===== config.mk =====
export PLATFORM = sky130hd
export DESIGN_NAME = jbs_tap
export DESIGN_NICKNAME = d
export VERILOG_FILES = /design/src/core/jbs_pkg.sv /design/src/core/jbs_tap.sv /design/src/core/jbs_sync.sv
export SDC_FILE = /design/constraint.sdc
export NUM_CORES = 1
export LEC_CHECK = 0
export BUFFER_PORTS_ARGS = -buffer_cell sky130_fd_sc_hd__buf_2
export CAP_MARGIN = 20
export CORE_UTILIZATION = 55
export CTS_CLUSTER_DIAMETER = 100
export DETAILED_ROUTE_END_ITERATION = 10
export GPL_TIMING_DRIVEN = 0
export HOLD_SLACK_MARGIN = 0.02
export PLACE_DENSITY_LB_ADDON = 0.15
export SLEW_MARGIN = 10
export SYNTH_ARGS = -nofsm -noshare
export SYNTH_HDL_FRONTEND = slang
export SYNTH_SLANG_ARGS = --single-unit

===== constraint.sdc =====
create_clock -name test_clock_in -period 2.55 [get_ports test_clock_in]
set_clock_uncertainty 0.2 [all_clocks]
set_input_delay 0.1275 -clock test_clock_in [delete_from_list [all_inputs] [get_ports test_clock_in]]
set_output_delay 0.1275 -clock test_clock_in [all_outputs]
set_load 0.02 [all_outputs]

===== src/core/jbs_pkg.sv =====
/*
  Constants for the boundary scan test logic: TAP states, instruction codes,
  register width and the number of mode-high edges that forces reset.
  Assumes nothing of its surroundings.
*/
package jbs_pkg;

  localparam int unsigned JBS_IR_WIDTH = 3;

  localparam logic [2:0] JBS_IR_EXTEST  = 3'h0;
  localparam logic [2:0] JBS_IR_SAMPLE  = 3'h6;
  localparam logic [2:0] JBS_IR_BYPASS  = 3'h7;
  localparam logic [1:0] JBS_IR_CAPTURE = 2'h1;

  localparam int unsigned JBS_RESET_EDGES = 5;

  typedef enum logic [3:0] {
    JBS_ST_RESET      = 4'h0,
    JBS_ST_IDLE       = 4'h1,
    JBS_ST_SEL_DR     = 4'h2,
    JBS_ST_CAPTURE_DR = 4'h3,
    JBS_ST_SHIFT_DR   = 4'h4,
    JBS_ST_EXIT1_DR   = 4'h5,
    JBS_ST_PAUSE_DR   = 4'h6,
    JBS_ST_EXIT2_DR   = 4'h7,
    JBS_ST_UPDATE_DR  = 4'h8,
    JBS_ST_SEL_IR     = 4'h9,
    JBS_ST_CAPTURE_IR = 4'ha,
    JBS_ST_SHIFT_IR   = 4'hb,
    JBS_ST_EXIT1_IR   = 4'hc,
    JBS_ST_PAUSE_IR   = 4'hd,
    JBS_ST_EXIT2_IR   = 4'he,
    JBS_ST_UPDATE_IR  = 4'hf
  } jbs_state_t;

endpackage


===== src/core/jbs_tap.sv =====
/*
  Boundary scan test logic: TAP controller, 3-bit instruction register,
  one-bit bypass stage and a boundary chain over the processor pins.
  Assumes a power-on reset (resetn) only; processor resets never reach here.
  Pin values come from the system clock domain and are synchronised into the
  test clock domain before capture.
*/
`timescale 1ns/10ps
// Functional notes
// - support bypass, extest and sample/preload
// - power-on reset holds logic until clocked
// - processor resets never touch test logic
// - only bypass, boundary and instruction registers
// - bypass stage is default serial path
// - bypass passes data without inversion
// - one boundary cell per pin, uninverted
// - input cells capture only, never drive
// - boundary chain selected by extest/sample only
// - three-bit instruction selects path and operation
// - tap state machine sequences all actions
// - codes 000 extest, 110 sample, 111 bypass
// - state changes on rising edge by mode
// - five high edges reset, force bypass
// - shift-data advances one stage per edge
module jbs_tap
  import jbs_pkg::*;
#(
  parameter int unsigned N_IN  = 8,
  parameter int unsigned N_OUT = 8
)
(
  input  wire logic             clk,
  input  wire logic             resetn,
  input  wire logic             test_clock_in,
  input  wire logic             test_mode_select_in,
  input  wire logic             test_serial_in,
  output logic                  test_serial_out,
  output logic                  test_serial_out_oe,
  input  wire logic             cold_reset_n,
  input  wire logic             warm_reset_n,
  input  wire logic             supply_good,
  input  wire logic [N_IN-1:0]  pin_in,
  input  wire logic [N_OUT-1:0] core_out,
  output logic      [N_OUT-1:0] pin_out,
  output logic                  extest_active
);

  localparam int unsigned N_CELLS = N_IN + N_OUT;

  jbs_state_t             state_q;
  jbs_state_t             state_d;
  logic [JBS_IR_WIDTH-1:0] ir_shift_q;
  logic [JBS_IR_WIDTH-1:0] ir_q;
  logic                   bypass_q;
  logic [N_CELLS-1:0]     bsr_q;
  logic [N_OUT-1:0]       upd_q;
  logic [N_CELLS-1:0]     pins_sync;
  logic                   sel_bsr;
  logic                   serial_mux;
  logic                   shifting;
  logic                   sel_ir_shift;
  logic                   proc_reset_seen;

  // processor resets are deliberately not connected to any flop
  assign proc_reset_seen = cold_reset_n & warm_reset_n & supply_good;

  jbs_sync #(
    .WIDTH (N_CELLS)
  ) u_pin_sync (
    .clk    (test_clock_in),
    .resetn (resetn),
    .din    ({core_out, pin_in}),
    .dout   (pins_sync)
  );

  always_comb
  begin
    state_d = state_q;
    case (state_q)
      JBS_ST_RESET:      state_d = test_mode_select_in ? JBS_ST_RESET      : JBS_ST_IDLE;
      JBS_ST_IDLE:       state_d = test_mode_select_in ? JBS_ST_SEL_DR     : JBS_ST_IDLE;
      JBS_ST_SEL_DR:     state_d = test_mode_select_in ? JBS_ST_SEL_IR     : JBS_ST_CAPTURE_DR;
      JBS_ST_CAPTURE_DR: state_d = test_mode_select_in ? JBS_ST_EXIT1_DR   : JBS_ST_SHIFT_DR;
      JBS_ST_SHIFT_DR:   state_d = test_mode_select_in ? JBS_ST_EXIT1_DR   : JBS_ST_SHIFT_DR;
      JBS_ST_EXIT1_DR:   state_d = test_mode_select_in ? JBS_ST_UPDATE_DR  : JBS_ST_PAUSE_DR;
      JBS_ST_PAUSE_DR:   state_d = test_mode_select_in ? JBS_ST_EXIT2_DR   : JBS_ST_PAUSE_DR;
      JBS_ST_EXIT2_DR:   state_d = test_mode_select_in ? JBS_ST_UPDATE_DR  : JBS_ST_SHIFT_DR;
      JBS_ST_UPDATE_DR:  state_d = test_mode_select_in ? JBS_ST_SEL_DR     : JBS_ST_IDLE;
      JBS_ST_SEL_IR:     state_d = test_mode_select_in ? JBS_ST_RESET      : JBS_ST_CAPTURE_IR;
      JBS_ST_CAPTURE_IR: state_d = test_mode_select_in ? JBS_ST_EXIT1_IR   : JBS_ST_SHIFT_IR;
      JBS_ST_SHIFT_IR:   state_d = test_mode_select_in ? JBS_ST_EXIT1_IR   : JBS_ST_SHIFT_IR;
      JBS_ST_EXIT1_IR:   state_d = test_mode_select_in ? JBS_ST_UPDATE_IR  : JBS_ST_PAUSE_IR;
      JBS_ST_PAUSE_IR:   state_d = test_mode_select_in ? JBS_ST_EXIT2_IR   : JBS_ST_PAUSE_IR;
      JBS_ST_EXIT2_IR:   state_d = test_mode_select_in ? JBS_ST_UPDATE_IR  : JBS_ST_SHIFT_IR;
      JBS_ST_UPDATE_IR:  state_d = test_mode_select_in ? JBS_ST_SEL_DR     : JBS_ST_IDLE;
      default:           state_d = JBS_ST_RESET;
    endcase
  end

  // power-on reset parks the controller until the tester clocks it
  always_ff @(posedge test_clock_in or negedge resetn)
  begin
    if (!resetn)
      state_q <= JBS_ST_RESET;
    else
      state_q <= state_d;
  end

  // instruction shift stage
  always_ff @(posedge test_clock_in or negedge resetn)
  begin
    if (!resetn)
      ir_shift_q <= JBS_IR_BYPASS;
    else if (state_q == JBS_ST_CAPTURE_IR)
      ir_shift_q <= {{(JBS_IR_WIDTH-2){1'b0}}, JBS_IR_CAPTURE};
    else if (state_q == JBS_ST_SHIFT_IR)
      ir_shift_q <= {test_serial_in, ir_shift_q[JBS_IR_WIDTH-1:1]};
  end

  // instruction output latch, updated on the falling edge
  always_ff @(negedge test_clock_in or negedge resetn)
  begin
    if (!resetn)
      ir_q <= JBS_IR_BYPASS;
    else if (state_q == JBS_ST_RESET)
      ir_q <= JBS_IR_BYPASS;
    else if (state_q == JBS_ST_UPDATE_IR)
      ir_q <= ir_shift_q;
  end

  assign sel_bsr = (ir_q == JBS_IR_EXTEST) || (ir_q == JBS_IR_SAMPLE);

  // bypass stage
  always_ff @(posedge test_clock_in or negedge resetn)
  begin
    if (!resetn)
      bypass_q <= 1'b0;
    else if (state_q == JBS_ST_CAPTURE_DR)
      bypass_q <= 1'b0;
    else if (state_q == JBS_ST_SHIFT_DR && !sel_bsr)
      bypass_q <= test_serial_in;
  end

  // boundary chain: cell 0 nearest the serial output
  always_ff @(posedge test_clock_in or negedge resetn)
  begin
    if (!resetn)
      bsr_q <= '0;
    else if (sel_bsr && state_q == JBS_ST_CAPTURE_DR)
      bsr_q <= pins_sync;
    else if (sel_bsr && state_q == JBS_ST_SHIFT_DR)
      bsr_q <= {test_serial_in, bsr_q[N_CELLS-1:1]};
  end

  // output cells latch on falling edge of update-data
  always_ff @(negedge test_clock_in or negedge resetn)
  begin
    if (!resetn)
      upd_q <= '0;
    else if (sel_bsr && state_q == JBS_ST_UPDATE_DR)
      upd_q <= bsr_q[N_CELLS-1:N_IN];
  end

  // input cells never feed pin_out; only output cells drive in extest
  always_ff @(negedge test_clock_in or negedge resetn)
  begin
    if (!resetn)
      extest_active <= 1'b0;
    else
      extest_active <= (ir_q == JBS_IR_EXTEST) && (state_q != JBS_ST_RESET);
  end

  assign pin_out = extest_active ? upd_q : core_out;

  assign shifting     = (state_q == JBS_ST_SHIFT_DR) || (state_q == JBS_ST_SHIFT_IR);
  assign sel_ir_shift = (state_q == JBS_ST_SHIFT_IR);
  assign serial_mux   = sel_ir_shift ? ir_shift_q[0] : (sel_bsr ? bsr_q[0] : bypass_q);

  // serial output retimed to the falling edge
  always_ff @(negedge test_clock_in or negedge resetn)
  begin
    if (!resetn)
    begin
      test_serial_out    <= 1'b0;
      test_serial_out_oe <= 1'b0;
    end
    else
    begin
      test_serial_out    <= serial_mux;
      test_serial_out_oe <= shifting;
    end
  end

  logic [2:0] tms_hi_cnt_q;

  always_ff @(posedge test_clock_in or negedge resetn)
  begin
    if (!resetn)
      tms_hi_cnt_q <= 3'h0;
    else if (!test_mode_select_in)
      tms_hi_cnt_q <= 3'h0;
    else if (tms_hi_cnt_q != 3'h7)
      tms_hi_cnt_q <= tms_hi_cnt_q + 3'h1;
  end

  AST_TMS_RESET: assert property (@(posedge test_clock_in) disable iff (!resetn)
    (tms_hi_cnt_q >= 3'(JBS_RESET_EDGES)) |-> state_q == JBS_ST_RESET)
    else $error("five high mode edges did not reach reset");

  AST_RESET_BYPASS: assert property (@(posedge test_clock_in) disable iff (!resetn)
    (state_q == JBS_ST_RESET) ##1 (state_q == JBS_ST_RESET) |-> ir_q == JBS_IR_BYPASS)
    else $error("reset state did not force bypass");

  AST_BYPASS_PATH: assert property (@(posedge test_clock_in) disable iff (!resetn)
    (state_q == JBS_ST_SHIFT_DR && !sel_bsr) |=> bypass_q == $past(test_serial_in))
    else $error("bypass stage inverted or lost data");

  AST_BSR_SHIFT: assert property (@(posedge test_clock_in) disable iff (!resetn)
    (state_q == JBS_ST_SHIFT_DR && sel_bsr) |=> bsr_q[N_CELLS-2:0] == $past(bsr_q[N_CELLS-1:1]))
    else $error("boundary chain did not advance one stage");

  AST_BSR_HOLD: assert property (@(posedge test_clock_in) disable iff (!resetn)
    (!sel_bsr) |=> $stable(bsr_q))
    else $error("boundary chain changed while not selected");

  AST_SHIFT_IR: assert property (@(posedge test_clock_in) disable iff (!resetn)
    (state_q == JBS_ST_SHIFT_IR && !test_mode_select_in) |=> state_q == JBS_ST_SHIFT_IR)
    else $error("shift state left with mode low");

  AST_OE_SHIFT: assert property (@(posedge test_clock_in) disable iff (!resetn)
    (state_q == JBS_ST_IDLE) ##1 (state_q == JBS_ST_IDLE) |-> !test_serial_out_oe)
    else $error("serial output driven outside shift");

  AST_SEL_BSR: assert property (@(posedge test_clock_in) disable iff (!resetn)
    (state_q == JBS_ST_SHIFT_DR && ir_q != JBS_IR_EXTEST && ir_q != JBS_IR_SAMPLE) |-> test_serial_out == bypass_q)
    else $error("serial output not fed by bypass stage");

  AST_TDO_BSR: assert property (@(posedge test_clock_in) disable iff (!resetn)
    (state_q == JBS_ST_SHIFT_DR && (ir_q == JBS_IR_EXTEST || ir_q == JBS_IR_SAMPLE)) |-> test_serial_out == bsr_q[0])
    else $error("serial output not fed by boundary chain");

  AST_IR_OUT: assert property (@(posedge test_clock_in) disable iff (!resetn)
    (state_q == JBS_ST_SHIFT_IR) |-> test_serial_out == ir_shift_q[0])
    else $error("serial output not fed by instruction stage");

  AST_OE_ON: assert property (@(posedge test_clock_in) disable iff (!resetn)
    (state_q == JBS_ST_SHIFT_DR || state_q == JBS_ST_SHIFT_IR) |-> test_serial_out_oe)
    else $error("serial output not driven in shift");

  // instruction path and state transition checks
  AST_IR_CAPTURE: assert property (@(posedge test_clock_in) disable iff (!resetn)
    (state_q == JBS_ST_CAPTURE_IR) |=> ir_shift_q == JBS_IR_WIDTH'(JBS_IR_CAPTURE))
    else $error("instruction capture value wrong");

  AST_IR_SHIFT: assert property (@(posedge test_clock_in) disable iff (!resetn)
    (state_q == JBS_ST_SHIFT_IR) |=> ir_shift_q == {$past(test_serial_in), $past(ir_shift_q[JBS_IR_WIDTH-1:1])})
    else $error("instruction stage did not shift");

  AST_IR_LOAD: assert property (@(posedge test_clock_in) disable iff (!resetn)
    (state_q == JBS_ST_UPDATE_IR) |-> ir_q == ir_shift_q)
    else $error("instruction not loaded in update");

  AST_IR_HOLD: assert property (@(posedge test_clock_in) disable iff (!resetn)
    (state_q != JBS_ST_UPDATE_IR && state_q != JBS_ST_RESET) |-> $stable(ir_q))
    else $error("instruction changed outside update");

  AST_EXTEST_FLAG: assert property (@(posedge test_clock_in) disable iff (!resetn)
    (state_q == JBS_ST_RESET) |-> !extest_active)
    else $error("extest left active in reset state");

  AST_SEL_IR_RESET: assert property (@(posedge test_clock_in) disable iff (!resetn)
    (state_q == JBS_ST_SEL_IR && test_mode_select_in) |=> state_q == JBS_ST_RESET)
    else $error("select-ir with mode high missed reset");

  AST_SHIFT_DR_STAY: assert property (@(posedge test_clock_in) disable iff (!resetn)
    (state_q == JBS_ST_SHIFT_DR && !test_mode_select_in) |=> state_q == JBS_ST_SHIFT_DR)
    else $error("shift-data left with mode low");

  // data register checks
  AST_BYPASS_CAPTURE: assert property (@(posedge test_clock_in) disable iff (!resetn)
    (state_q == JBS_ST_CAPTURE_DR && !sel_bsr) |=> !bypass_q)
    else $error("bypass stage did not capture zero");

  AST_BSR_CAPTURE: assert property (@(posedge test_clock_in) disable iff (!resetn)
    (state_q == JBS_ST_CAPTURE_DR && sel_bsr) |=> bsr_q == $past(pins_sync))
    else $error("boundary chain did not capture pins");

  AST_UPD_HOLD: assert property (@(posedge test_clock_in) disable iff (!resetn)
    (state_q != JBS_ST_UPDATE_DR && state_q != JBS_ST_RESET) |-> $stable(upd_q))
    else $error("output cells changed outside update");

  AST_PIN_OUT: assert property (@(posedge test_clock_in) disable iff (!resetn)
    (!extest_active) |-> pin_out == core_out)
    else $error("pins not driven by core outside extest");

  COV_EXTEST: cover property (@(posedge test_clock_in) disable iff (!resetn)
    state_q == JBS_ST_UPDATE_DR && ir_q == JBS_IR_EXTEST);
  COV_SAMPLE: cover property (@(posedge test_clock_in) disable iff (!resetn)
    state_q == JBS_ST_CAPTURE_DR && ir_q == JBS_IR_SAMPLE);
  COV_BYPASS: cover property (@(posedge test_clock_in) disable iff (!resetn)
    state_q == JBS_ST_SHIFT_DR && ir_q == JBS_IR_BYPASS);
  COV_RESERVED: cover property (@(posedge test_clock_in) disable iff (!resetn)
    state_q == JBS_ST_SHIFT_DR && !sel_bsr && ir_q != JBS_IR_BYPASS);
  COV_PROC_RESET: cover property (@(posedge test_clock_in) disable iff (!resetn)
    state_q == JBS_ST_SHIFT_DR && !proc_reset_seen);

endmodule


===== src/core/jbs_sync.sv =====
/*
  Two-flip-flop level synchroniser into the test clock domain.
  Assumes an asynchronous active-low reset tied to the same domain.
*/
`timescale 1ns/10ps
module jbs_sync
#(
  parameter int unsigned WIDTH = 1
)
(
  input  wire logic             clk,
  input  wire logic             resetn,
  input  wire logic [WIDTH-1:0] din,
  output logic      [WIDTH-1:0] dout
);

  logic [WIDTH-1:0] meta_q;

  always_ff @(posedge clk or negedge resetn)
  begin
    if (!resetn)
    begin
      meta_q <= '0;
      dout   <= '0;
    end
    else
    begin
      meta_q <= din;
      dout   <= meta_q;
    end
  end

endmodule


# [Word level (Yosys, flattened, before mapping)]
# Index checks and enable logic that the tools add are counted.
[op_classes] eq_ne=16 muxes=24 n_reduce_logical=18
[ops] operator="one-hot mux 4 bit (12 select lines)" n=1
[ops] operator="== test 4 bit, second input constant" n=8
[ops] operator="two-way mux 16 bit" n=2
[ops] operator="two-way mux 3 bit" n=6
[ops] operator="== test 4 x 3 -> 1 bit, second input constant" n=4
[ops] operator="two-way mux 4 bit" n=4
[ops] operator="== test 4 x 2 -> 1 bit, second input constant" n=2
[ops] operator="two-way mux 8 bit" n=1
[ops] operator="nonzero test 2 bit" n=4
[ops] operator="two-way mux 1 bit" n=7
[ops] operator="two-way mux 2 bit" n=3
[ops] operator="logical AND 1 bit" n=5
[ops] operator="== test 4 x 1 -> 1 bit, second input constant" n=1
[ops] operator="logical NOT 4 bit" n=1
[ops] operator="nonzero test 4 bit" n=1
[ops] operator="OR reduction 2 bit" n=2
[ops] operator="== test 3 bit, second input constant" n=1
[ops] operator="logical NOT 3 bit" n=1
[ops] operator="OR reduction 3 bit" n=1
[ops] operator="logical OR 1 bit" n=2
[ops] operator="logical NOT 1 bit" n=1
[word_totals] regBits=70 output_inout_bits=11

# [Logic depth before layout (Yosys ltp)]
# Gate-level depths: netlist of the first run.
[logic_depth] depth_word=6 ltp_mapped=6 mapped_depth_nobuf=3

# [Cells and area by module]
# A second synthesis of the first run with hierarchy kept.
[unflattened] hier_cells=199 area_unflattened_um2=2797.7
[by_module_without_submodules] module="jbs_tap" instances=1 cells_each=167 area_per_inst_um2=1996.9 seq_area_each_um2=958.4
[by_module_without_submodules] module="jbs_sync" instances=1 cells_each=32 area_per_inst_um2=800.8 seq_area_each_um2=800.8

==> run summary, run 1 <==
Outcome: complete, but fails checks
Failing checks: setup timing
Sink Count: 70
Largest fanout on the critical path: 7
Sequential power share: 0.384
Register area share after synthesis: 0.6180
Worst min-delay path class: reg2reg
Total wire length: 6.676 mm
Max-slew headroom: 0.5723
Die height: 73.94 um
Maximum VDD drop: 597.7 uV
Cell Area, Placed: 3184 sq um
DRC marker count from the first detailed-route iteration: 108
RSZ-0062 raised after global routing: true
CTS H-tree lvls: 3
Area contributors post-synth: dfrtp_1, mux2_2, dfrtn_1
Placed cell count: 293
Final setup violation count: 40
Synth area leader: dfrtp_1
Post-Place Setup Slack: -0.8866 ns
Die area: 5467 sq um
CTS tree: done
Top post-synthesis cells by count: dfrtp_1, mux2_2, dfrtn_1
Fill count: 227
Antenna Cells: 0
Startpoint types: register
Antenna viol nets, final: 0
Slew Viols, Final: 0
GRT overflow: 0
Share of post-route cells with drive strength above 1: 0.5246
Post-route cell area: 4015 sq um
Max cap viols: 0
Core region area: 4848 sq um
Worst path required time: 1.25 ns
IO buf count: 29
Switch share: 0.3300
Worst setup margin: -0.7793 ns
Share of the synthesized area in the top cell type: 0.4659
Post-synth cell types: 44
Largest net degree at the start of global routing: 71
Syn-to-layout area delta: 41.05%
End of the critical path: upd_q[6]
Wire per inst: 19.02 um
Most frequent cell after synthesis: dfrtp_1
Initial antenna violation count: 0
Arr. time, crit path: 2.03 ns
Mapped cell area: 2846 sq um
FF/Latch Area: 1760 sq um
Footprint of the multi-input gates: 1179 sq um
WS Path Type: reg2reg
Worst R2R Path Depth: 4
First-pass GRT wire length: 10.06 mm
Synth warnings: 0
1st-pass router iterations: 4
GP Congestion: 0.7623
Row count: 25
DR vias: 1,978
P_int: 2.598 mW
Syn Inst Count: 197
PnR Total Power: 3.879 mW
Post-synth EDFFs: 0
IO Pins: 35
Root Driver: clkbuf_8
Fin Setup TNS: -20.24 ns
Total CTS buffers: 9
Vias per cell: 5.635
Ys async rst share: 1.000
DRC Markers: 0
P_leak: 1.858 nW
Die Width: 73.94 um
Syn_nets: 221
Final Hold Viols: 0
CP startpoint: state_q[0]
Non-Filler Instances: 351
Mapped Avg Cell Area: 14.45 sq um
Most used DFF post-synth: dfrtp_1
Post-DP HPWL: 3.351 mm
Clock Path Buffers: 2
Origin of the critical flop-to-flop path: state_q[0]
Clk_lat worst skew: 0.38 ns
Power per cell area: 966.0 nW/um^2
Reg2reg end: upd_q[6]
Nets: 303
Clock Power Share: 0.238
Clk slew on worst S/H paths: 0.07 ns
Psw: 1.280 mW
Flops & latches, synth: 70
Critical Path End Type: register
Initial Util: 0.5871
GRT Util Overall: 0.2616
Vias in the first global route: 2,065
Comb pwr share: 0.378
Slew @ Worst Pin: 0.6415 ns
Worst R2R Setup Slack: -0.78 ns
## registers in the layout (all words and copies together), names as in the netlist
name / cells
test_serial_out: 1
u_pin_sync.meta_q: 16
ir_q: 3
test_serial_out_oe: 1
bypass_q: 1
upd_q: 8
extest_active: 1
state_q: 4
bsr_q: 16
ir_shift_q: 3
u_pin_sync.dout: 16
## placed cells by master, fill, tap and decap left out, types with 5 or more instances in the layout
cell           instances
buf_8                  5
buf_6                 23
mux2_2                17
dfrtn_1               11
o21ai_0                7
buf_4                 10
buf_2                 20
dlygate4sd3_1         19
dfstp_2                6
inv_1                  6
nand2_1                9
mux2_4                32
dfrtp_1               52
clkbuf_8              12
## logic make-up after synthesis
family | after synthesis | share of synthesized area
flip-flops | 70 | 0.6180
buffers and inverters | 17 | 0.03384
XOR/XNOR | 2 | 0.006155
AO/OA/AOI/OAI | 26 | 0.06330
multiplexers | 50 | 0.2105
AND/OR/NAND/NOR | 32 | 0.06814
## worst max-delay path, cell delays in order (launching register included)
cell and delay, ns:
dfrtp_2 0.46, or4b_4 0.56, nor3_4 0.18, buf_6 0.18, mux2_4 0.31
## power by group through the flow
stage          combinational (mW)  sequential, mW  clock [mW]
2_1_floorplan               0.765            1.44     0.00979
3_3_place_gp                0.931            1.44     0.00979
3_5_place_dp                0.982            1.45     0.00979
4_1_cts                      1.27            1.46       0.926
5_1_grt                      1.55            1.51       0.992
6_report                     1.47            1.49       0.921
## repair_timing
item / in CTS / in global routing
hold endpoints to repair: 75 / 0
setup endpoints to repair: 40 / 51
pin swaps: 8 / 13
hold buffers: 19 / 0
setup buffers: 17 / 9
cloned: 1 / 0
resized for setup: 48 / 24
## worst min path at each step
stage	startpoint	to	slack, ns	cells after the start
after floorplan	resetn	bsr_q[0]	-0.37	0
after global placement	pin_in[5]	u_pin_sync.meta_q[5]	0.04	1
after detailed placement	pin_in[2]	u_pin_sync.meta_q[2]	0.04	1
after CTS	u_pin_sync.meta_q[14]	u_pin_sync.dout[14]	0.15	0
after global routing	u_pin_sync.meta_q[14]	u_pin_sync.dout[14]	0.15	0
final	u_pin_sync.meta_q[14]	u_pin_sync.dout[14]	0.15	0
## layer usage
| metal | GRT usage | up-vias | part of all wire | wire (um) |
|---|---|---|---|---|
| met5 | 0 | - | 0 | 0 |
| met4 | 0.1047 | 0 | 0.025 | 167 |
| met3 | 0.08943 | 16 | 0.041 | 275 |
| met2 | 0.4606 | 70 | 0.53 | 3524 |
| met1 | 0.2910 | 1025 | 0.41 | 2708 |
| li1 | - | 867 | - | - |
## per-stage QoR
stage,hold WS (ns),util
4_1_cts,0.1494,0.8101
2_1_floorplan,-0.3681,-
3_5_place_dp,0.03681,0.6568
3_3_place_gp,0.03552,0.6563
5_1_grt,0.1476,0.8281
6_report,0.1474,0.8281
## area by class of cell
class,count,area share
well taps,67,0.02088
clock buffers,13,0.04737
clock inverters,6,0.008102
flip-flops and latches,70,0.4385
plain buffers,10,0.02680
repair buffers,72,0.1620
inverters,3,0.002805
multi-input cells,110,0.2935
(Power assumes the default switching activity.)
==> run 2: changes to the inputs <==
--- a/config.mk
+++ b/config.mk
@@ -16,4 +16,5 @@
 export SLEW_MARGIN = 10
 export SYNTH_ARGS = -nofsm -noshare
 export SYNTH_HDL_FRONTEND = slang
+export SYNTH_HIERARCHICAL = 1
 export SYNTH_SLANG_ARGS = --single-unit
==> run summary, run 2 <==
Failing checks: setup timing
Mapped Avg Cell Area: 14.06 sq um
Footprint of the multi-input gates: 1149 sq um
Area contributors post-synth: dfrtp_1, mux2_2, dfrtn_1
Final Hold Viols: 0
Synth warnings: 6
Die area: 5376 sq um
Reg2reg end: upd_q[6]
Hold_ws: 0.05554 ns
Clk_lat worst skew: 0.39 ns
Worst min-delay path class: in2reg
Largest registers: bsr_q: 16 flops, u_pin_sync/dout: 16 flops, u_pin_sync/meta_q: 16 flops
Die height: 73.32 um
Critical path's top delay family: simple AND/OR/NAND/NOR gates
Register area share after synthesis: 0.6288
Syn_nets: 223
GRT Util Overall: 0.2498
IO buf count: 30
Wire per inst: 18.72 um
Origin of the critical flop-to-flop path: state_q[2]
IO Pins: 35
Clock Path Buffers: 2
DRC marker count from the first detailed-route iteration: 88
Slowest stage cell, crit path: or4b_4
Worst R2R Path Depth: 5
Top layer in use: met4
Clk slew on worst S/H paths: 0.07 ns
Initial antenna violation count: 0
PnR Total Power: 3.913 mW
Initial Util: 0.5808
Largest fanout on the critical path: 8
WS Path Type: reg2reg
Routed wl met3: 308 um
Critical Path End Type: register
Die Width: 73.32 um
FF/Latch Area: 1760 sq um
Core region area: 4817 sq um
Max-slew headroom: 0.5887
Arr. time, crit path: 2.03 ns
Hold Crit Depth: 4
Row count: 25
Fill count: 264
Hold EP: state_q[0]
Vias in the first global route: 1,993
Final setup violation count: 40
Synth area leader: dfrtp_1
Nets: 303
Startpoint types: register
Max cap viols: 0
CP bufs+invs: 2
CP max stage delay: 0.48 ns
Top post-synthesis cells by count: dfrtp_1, mux2_2, dfrtn_1
Largest net degree at the start of global routing: 71
Power per cell area: 999.5 nW/um^2
Share of the synthesized area in the top cell type: 0.4741
DR vias: 1,937
Worst setup margin: -0.7796 ns
Syn Inst Count: 199
First-pass GRT wire length: 9.528 mm
P_leak: 1.827 nW
Mapped cell area: 2798 sq um
CTS H-tree lvls: 3
Metal-1 WL: 2.755 mm
Total CTS buffers: 9
Ys async rst share: 1.000
Worst path required time: 1.25 ns
Flops & latches, synth: 70
Most used DFF post-synth: dfrtp_1
Post-synth EDFFs: 0
Slew @ Worst Pin: 0.6169 ns
Antenna Cells: 0
Root Driver: clkbuf_8
GRT overflow: 0
1st-pass router iterations: 4
Outcome: complete, but fails checks
Syn-to-layout area delta: 39.94%
Most common cell after layout, fill and taps aside: dfrtp_1
Most frequent cells in the layout: dfrtp_1, mux2_4, buf_2
RSZ-0062 raised after global routing: true
GP Congestion: 0.8542
Worst Hold Launch: test_mode_select_in
Slew Viols, Final: 0
Total wire length: 6.570 mm
Sink Count: 70
Antenna viol nets, final: 0
Share of post-route cells with drive strength above 1: 0.5106
Maximum VDD drop: 558.7 uV
Post-synth cell types: 40
Vias per cell: 5.519
Most frequent cell after synthesis: dfrtp_1
Post-DP HPWL: 3.439 mm
CTS tree: done
Worst path cell trace: buf_6 > or4b_4 > nor3_4 > buf_12 > mux2_4
Metal2 WL: 3.400 mm
Worst R2R Setup Slack: -0.78 ns
DRC Markers: 0
run 2: cell types whose count changed after synthesis, moves of 3 or more:
cell | previous run | this run
mux2_2 | 38 | 48
mux2_4 | 10 | 0
nand2_1 | 10 | 6
buf_2 | 1 | 4
nor2_1 | 4 | 7
run 2: cell type report:
class                           instances  share of cell area
Tap cell                               67             0.02141
Sequential cell                        70              0.4497
Clock inverter                          5            0.006072
Clock buffer                           14             0.04666
Inverter                                3            0.002876
Timing Repair Buffer                   70              0.1524
Buffer                                 11             0.02748
Multi-Input combinational cell        111              0.2934
run 2: power breakdown:
group | internal, mW | switching [mW] | total, mW
Sequential | 1.37 | 0.196 | 1.56
Clock | 0.465 | 0.421 | 0.886
Combinational | 0.816 | 0.649 | 1.46
run 2: layer usage:
layer  global-route usage  up-vias
li1                     -      867
met1               0.2956      995
met2               0.4043       61
met3              0.08368       14
met4               0.1346        0
met5                    0        -
run 2: kinds of logic (layout without fill, tap and decap cells):
group | Yosys count | in the layout | share of synthesized area
xor gates and xnor gates | 2 | 2 | 0.006262
muxes | 49 | 49 | 0.1968
and+or+nand+nor | 35 | 35 | 0.07648
buffers and inverters | 18 | 103 | 0.02862
DFF | 70 | 70 | 0.6288
AOI/OAI and AO/OA | 25 | 25 | 0.06306
run 2: worst max-delay path by stage:
| stage | from | cells past startpoint | to | slack [ns] |
|---|---|---|---|---|
| after global placement | state_q[1] | 4 | upd_q[2] | -0.96 |
| after CTS | state_q[2] | 5 | upd_q[6] | -0.82 |
| final | state_q[2] | 5 | upd_q[6] | -0.78 |
| after global routing | state_q[2] | 5 | upd_q[6] | -0.84 |
| after detailed placement | state_q[1] | 4 | upd_q[6] | -0.98 |
| after floorplan | state_q[1] | 4 | upd_q[0] | -0.76 |
run 2: timing repair:
item | CTS | global route
hold buffers | 18 | 0
endpoints found under the hold margin | 72 | 0
gates cloned | 1 | 0
buffers inserted | 15 | 8
pin swaps | 10 | 8
gates resized for setup | 51 | 8
endpoints found under the setup margin | 39 | 51
run 2: worst register-to-register path, delay by kind of cell (launching register included):
family | cells | cell delay, ns
buffers and inverters | 2 | 0.30
flip-flops | 1 | 0.41
multiplexers | 1 | 0.31
AND/OR/NAND/NOR | 2 | 0.66
run 2: stage by stage:
| step | instances | setup WS [ns] | cell area [sq um] | util | TNS, ns |
|---|---|---|---|---|---|
| after floorplan | 199 | -0.7648 | 2942 | - | -17.01 |
| after CTS | 346 | -0.8190 | 3860 | 0.8013 | -19.93 |
| after global routing | 351 | -0.8401 | 3915 | 0.8127 | -21.34 |
| final | 351 | -0.7796 | 3915 | 0.8127 | -19.66 |
| after detailed placement | 296 | -0.9791 | 3178 | 0.6597 | -22.27 |
| after global placement | 296 | -0.9553 | 3176 | 0.6592 | -24.57 |
==> run 3: changes to the inputs <==
--- a/config.mk
+++ b/config.mk
@@ -5,8 +5,10 @@
 export SDC_FILE = /design/constraint.sdc
 export NUM_CORES = 1
 export LEC_CHECK = 0
+export ABC_AREA = 1
 export BUFFER_PORTS_ARGS = -buffer_cell sky130_fd_sc_hd__buf_2
 export CAP_MARGIN = 20
+export CORE_MARGIN = 3
 export CORE_UTILIZATION = 55
 export CTS_CLUSTER_DIAMETER = 100
 export DETAILED_ROUTE_END_ITERATION = 10
==> run summary, run 3 <==
Switch share: 0.4041
Area contributors post-synth: dfrtp_1, nand2_1, dfrtn_1
Worst setup margin: -0.5425 ns
DRC marker count from the first detailed-route iteration: 319
Syn_nets: 334
Final setup violation count: 39
Worst path required time: 2.58 ns
Die area: 6087 sq um
Worst R2R Path Depth: 9
Ys async rst share: 1.000
Global routing's busiest layer: met2
Vias per cell: 5.883
Wire per inst: 23.19 um
M1 GR Usage: 0.3671
CTS H-tree lvls: 3
Startpoint types: register
Antenna viol nets, final: 0
Worst min-delay path class: in2async
DR vias: 2,865
Reg2reg end: bsr_q[14]
Flops & latches, synth: 70
Mapped Avg Cell Area: 9.202 sq um
Initial Util: 0.5846
Vias in the first global route: 2,840
Sequential power share: 0.324
Largest fanout on the critical path: 5
Sink Count: 70
Critical Path End Type: register
Final Hold Viols: 0
Non-Filler Instances: 487
Core region area: 4880 sq um
Die Width: 78.02 um
Antenna Cells: 0
Clock Path Buffers: 2
M3 GR Usage: 0.09174
Root Driver: clkbuf_8
Row count: 25
GRT overflow: 0
CTS tree: done
Largest net degree at the start of global routing: 39
Post-route cell area: 4588 sq um
Initial antenna violation count: 0
IO Pins: 35
Post-Place Setup Slack: -0.2756 ns
Clk slew on worst S/H paths: 0.09 ns
First-pass GRT wire length: 14.32 mm
PnR Total Power: 5.156 mW
Synth area leader: dfrtp_1
1st-pass router iterations: 5
FF/Latch Area: 1764 sq um
P_leak: 2.312 nW
Footprint of the multi-input gates: 1358 sq um
GR Util met2: 0.5377
GP Congestion: 0.8394
Most common cell after layout, fill and taps aside: nand2_1
Worst path most repeated cell: nand2_1
P_int: 3.072 mW
Slowest stage cell, crit path: dfstp_2
Clock Power Share: 0.209
WS Path Type: reg2reg
Failing checks: setup timing
Total CTS buffers: 9
Syn-to-layout area delta: 60.83%
Register area share after synthesis: 0.6167
Die height: 78.02 um
Fill count: 123
Share of post-route cells with drive strength above 1: 0.4762
IO buf count: 30
Outcome: complete, but fails checks
Comb pwr share: 0.467
Post-synth EDFFs: 0
CP max stage delay: 0.60 ns
Clk_lat worst skew: 0.42 ns
Post-synth cell types: 29
Max cap viols: 0
Synth warnings: 6
Origin of the critical flop-to-flop path: ir_q[2]
Hold_ws: 0.04934 ns
Power per cell area: 1124 nW/um^2
Worst R2R Setup Slack: -0.54 ns
RSZ-0062 raised after global routing: true
Arr. time, crit path: 3.12 ns
Nets: 439
Most used DFF post-synth: dfrtp_1
Max-slew headroom: 0.7077
Largest registers: bsr_q: 16 flops, u_pin_sync/dout: 16 flops, u_pin_sync/meta_q: 16 flops
Mapped cell area: 2853 sq um
Psw: 2.083 mW
Placed cell count: 408
GRT Util Overall: 0.3157
DRC Markers: 0
Syn Inst Count: 310
Top post-synthesis cells by count: nand2_1, dfrtp_1, nor2_1
Post-DP HPWL: 3.966 mm
Most frequent cell after synthesis: nand2_1
Total wire length: 11.29 mm
Most frequent cells in the layout: nand2_1, dfrtp_1, inv_1
Slew @ Worst Pin: 0.4385 ns
Share of the synthesized area in the top cell type: 0.4649
Worst path cell trace: inv_2 > nand3_4 > nand2_8 > nand2_8 > buf_12 > buf_8 > nand2_1 > nand2_1 > nand2_1
Cell Area, Placed: 3204 sq um
Maximum VDD drop: 944.3 uV
Slew Viols, Final: 0
## run 3: metrics by stage
| step | TNS [ns] | utilization |
|---|---|---|
| 2_1_floorplan | -2.669 | - |
| 3_3_place_gp | -9.957 | 0.6521 |
| 3_5_place_dp | -6.700 | 0.6567 |
| 4_1_cts | -9.668 | 0.8746 |
| 5_1_grt | -14.46 | 0.9403 |
| 6_report | -13.45 | 0.9403 |
## run 3: power by group through the flow
stage / combinational (mW) / sequential, mW / clock (mW)
6_report: 2.41 / 1.67 / 1.08
5_1_grt: 2.51 / 1.68 / 1.13
4_1_cts: 1.79 / 1.57 / 1.05
3_5_place_dp: 1.17 / 1.57 / 0.00979
3_3_place_gp: 1.13 / 1.56 / 0.00979
2_1_floorplan: 0.870 / 1.56 / 0.00979
## run 3: per-layer routing
layer,up-vias,wire length (um),part of all wire
li1,1166,-,-
met3,61,1098,0.097
met1,1413,3897,0.35
met2,225,5610,0.50
met4,0,687,0.061
met5,-,0,0
## run 3: final cells by class
type	count	share of cell area
clock inverters	8	0.02154
inverters	34	0.03109
multi-input cells	197	0.2959
plain buffers	7	0.02236
repair buffers	93	0.1955
clock buffers	11	0.03082
well taps	67	0.01827
flip-flops and latches	70	0.3845
## run 3: kinds of logic after synthesis
group / Yosys count / share of synthesized area
buffers and inverters: 43 / 0.06710
flip-flops: 70 / 0.6167
multiplexers: 8 / 0.03158
AO/OA/AOI/OAI: 27 / 0.05088
AND/OR/NAND/NOR: 162 / 0.2338
## run 3: worst max path at each step
stage	startpoint	endpoint	slack, ns	depth (start not counted)
after CTS	extest_active	pin_out[3]	-0.47	3
final	ir_q[2]	bsr_q[14]	-0.54	9
after global routing	ir_q[2]	bsr_q[14]	-0.56	9
after floorplan	ir_q[1]	bsr_q[0]	-0.12	8
after global placement	resetn	upd_q[2]	-0.34	1
after detailed placement	state_q[1]	upd_q[6]	-0.28	5
## run 3: worst max-delay path, delay by kind of cell, from the launching register on
| family | cells | cell delay [ns] |
|---|---|---|
| flops | 1 | 0.60 |
| buf+inv | 3 | 0.30 |
| simple gates | 6 | 0.53 |
## run 3: timing repair
action                                 4_1_cts  5_1_grt
cloned                                       4        0
pin swaps                                   17       29
setup endpoints to repair                   39       40
resized for setup                           79       86
hold buffers                                19        0
endpoints found under the hold margin       75        0
buffers inserted                            29       15
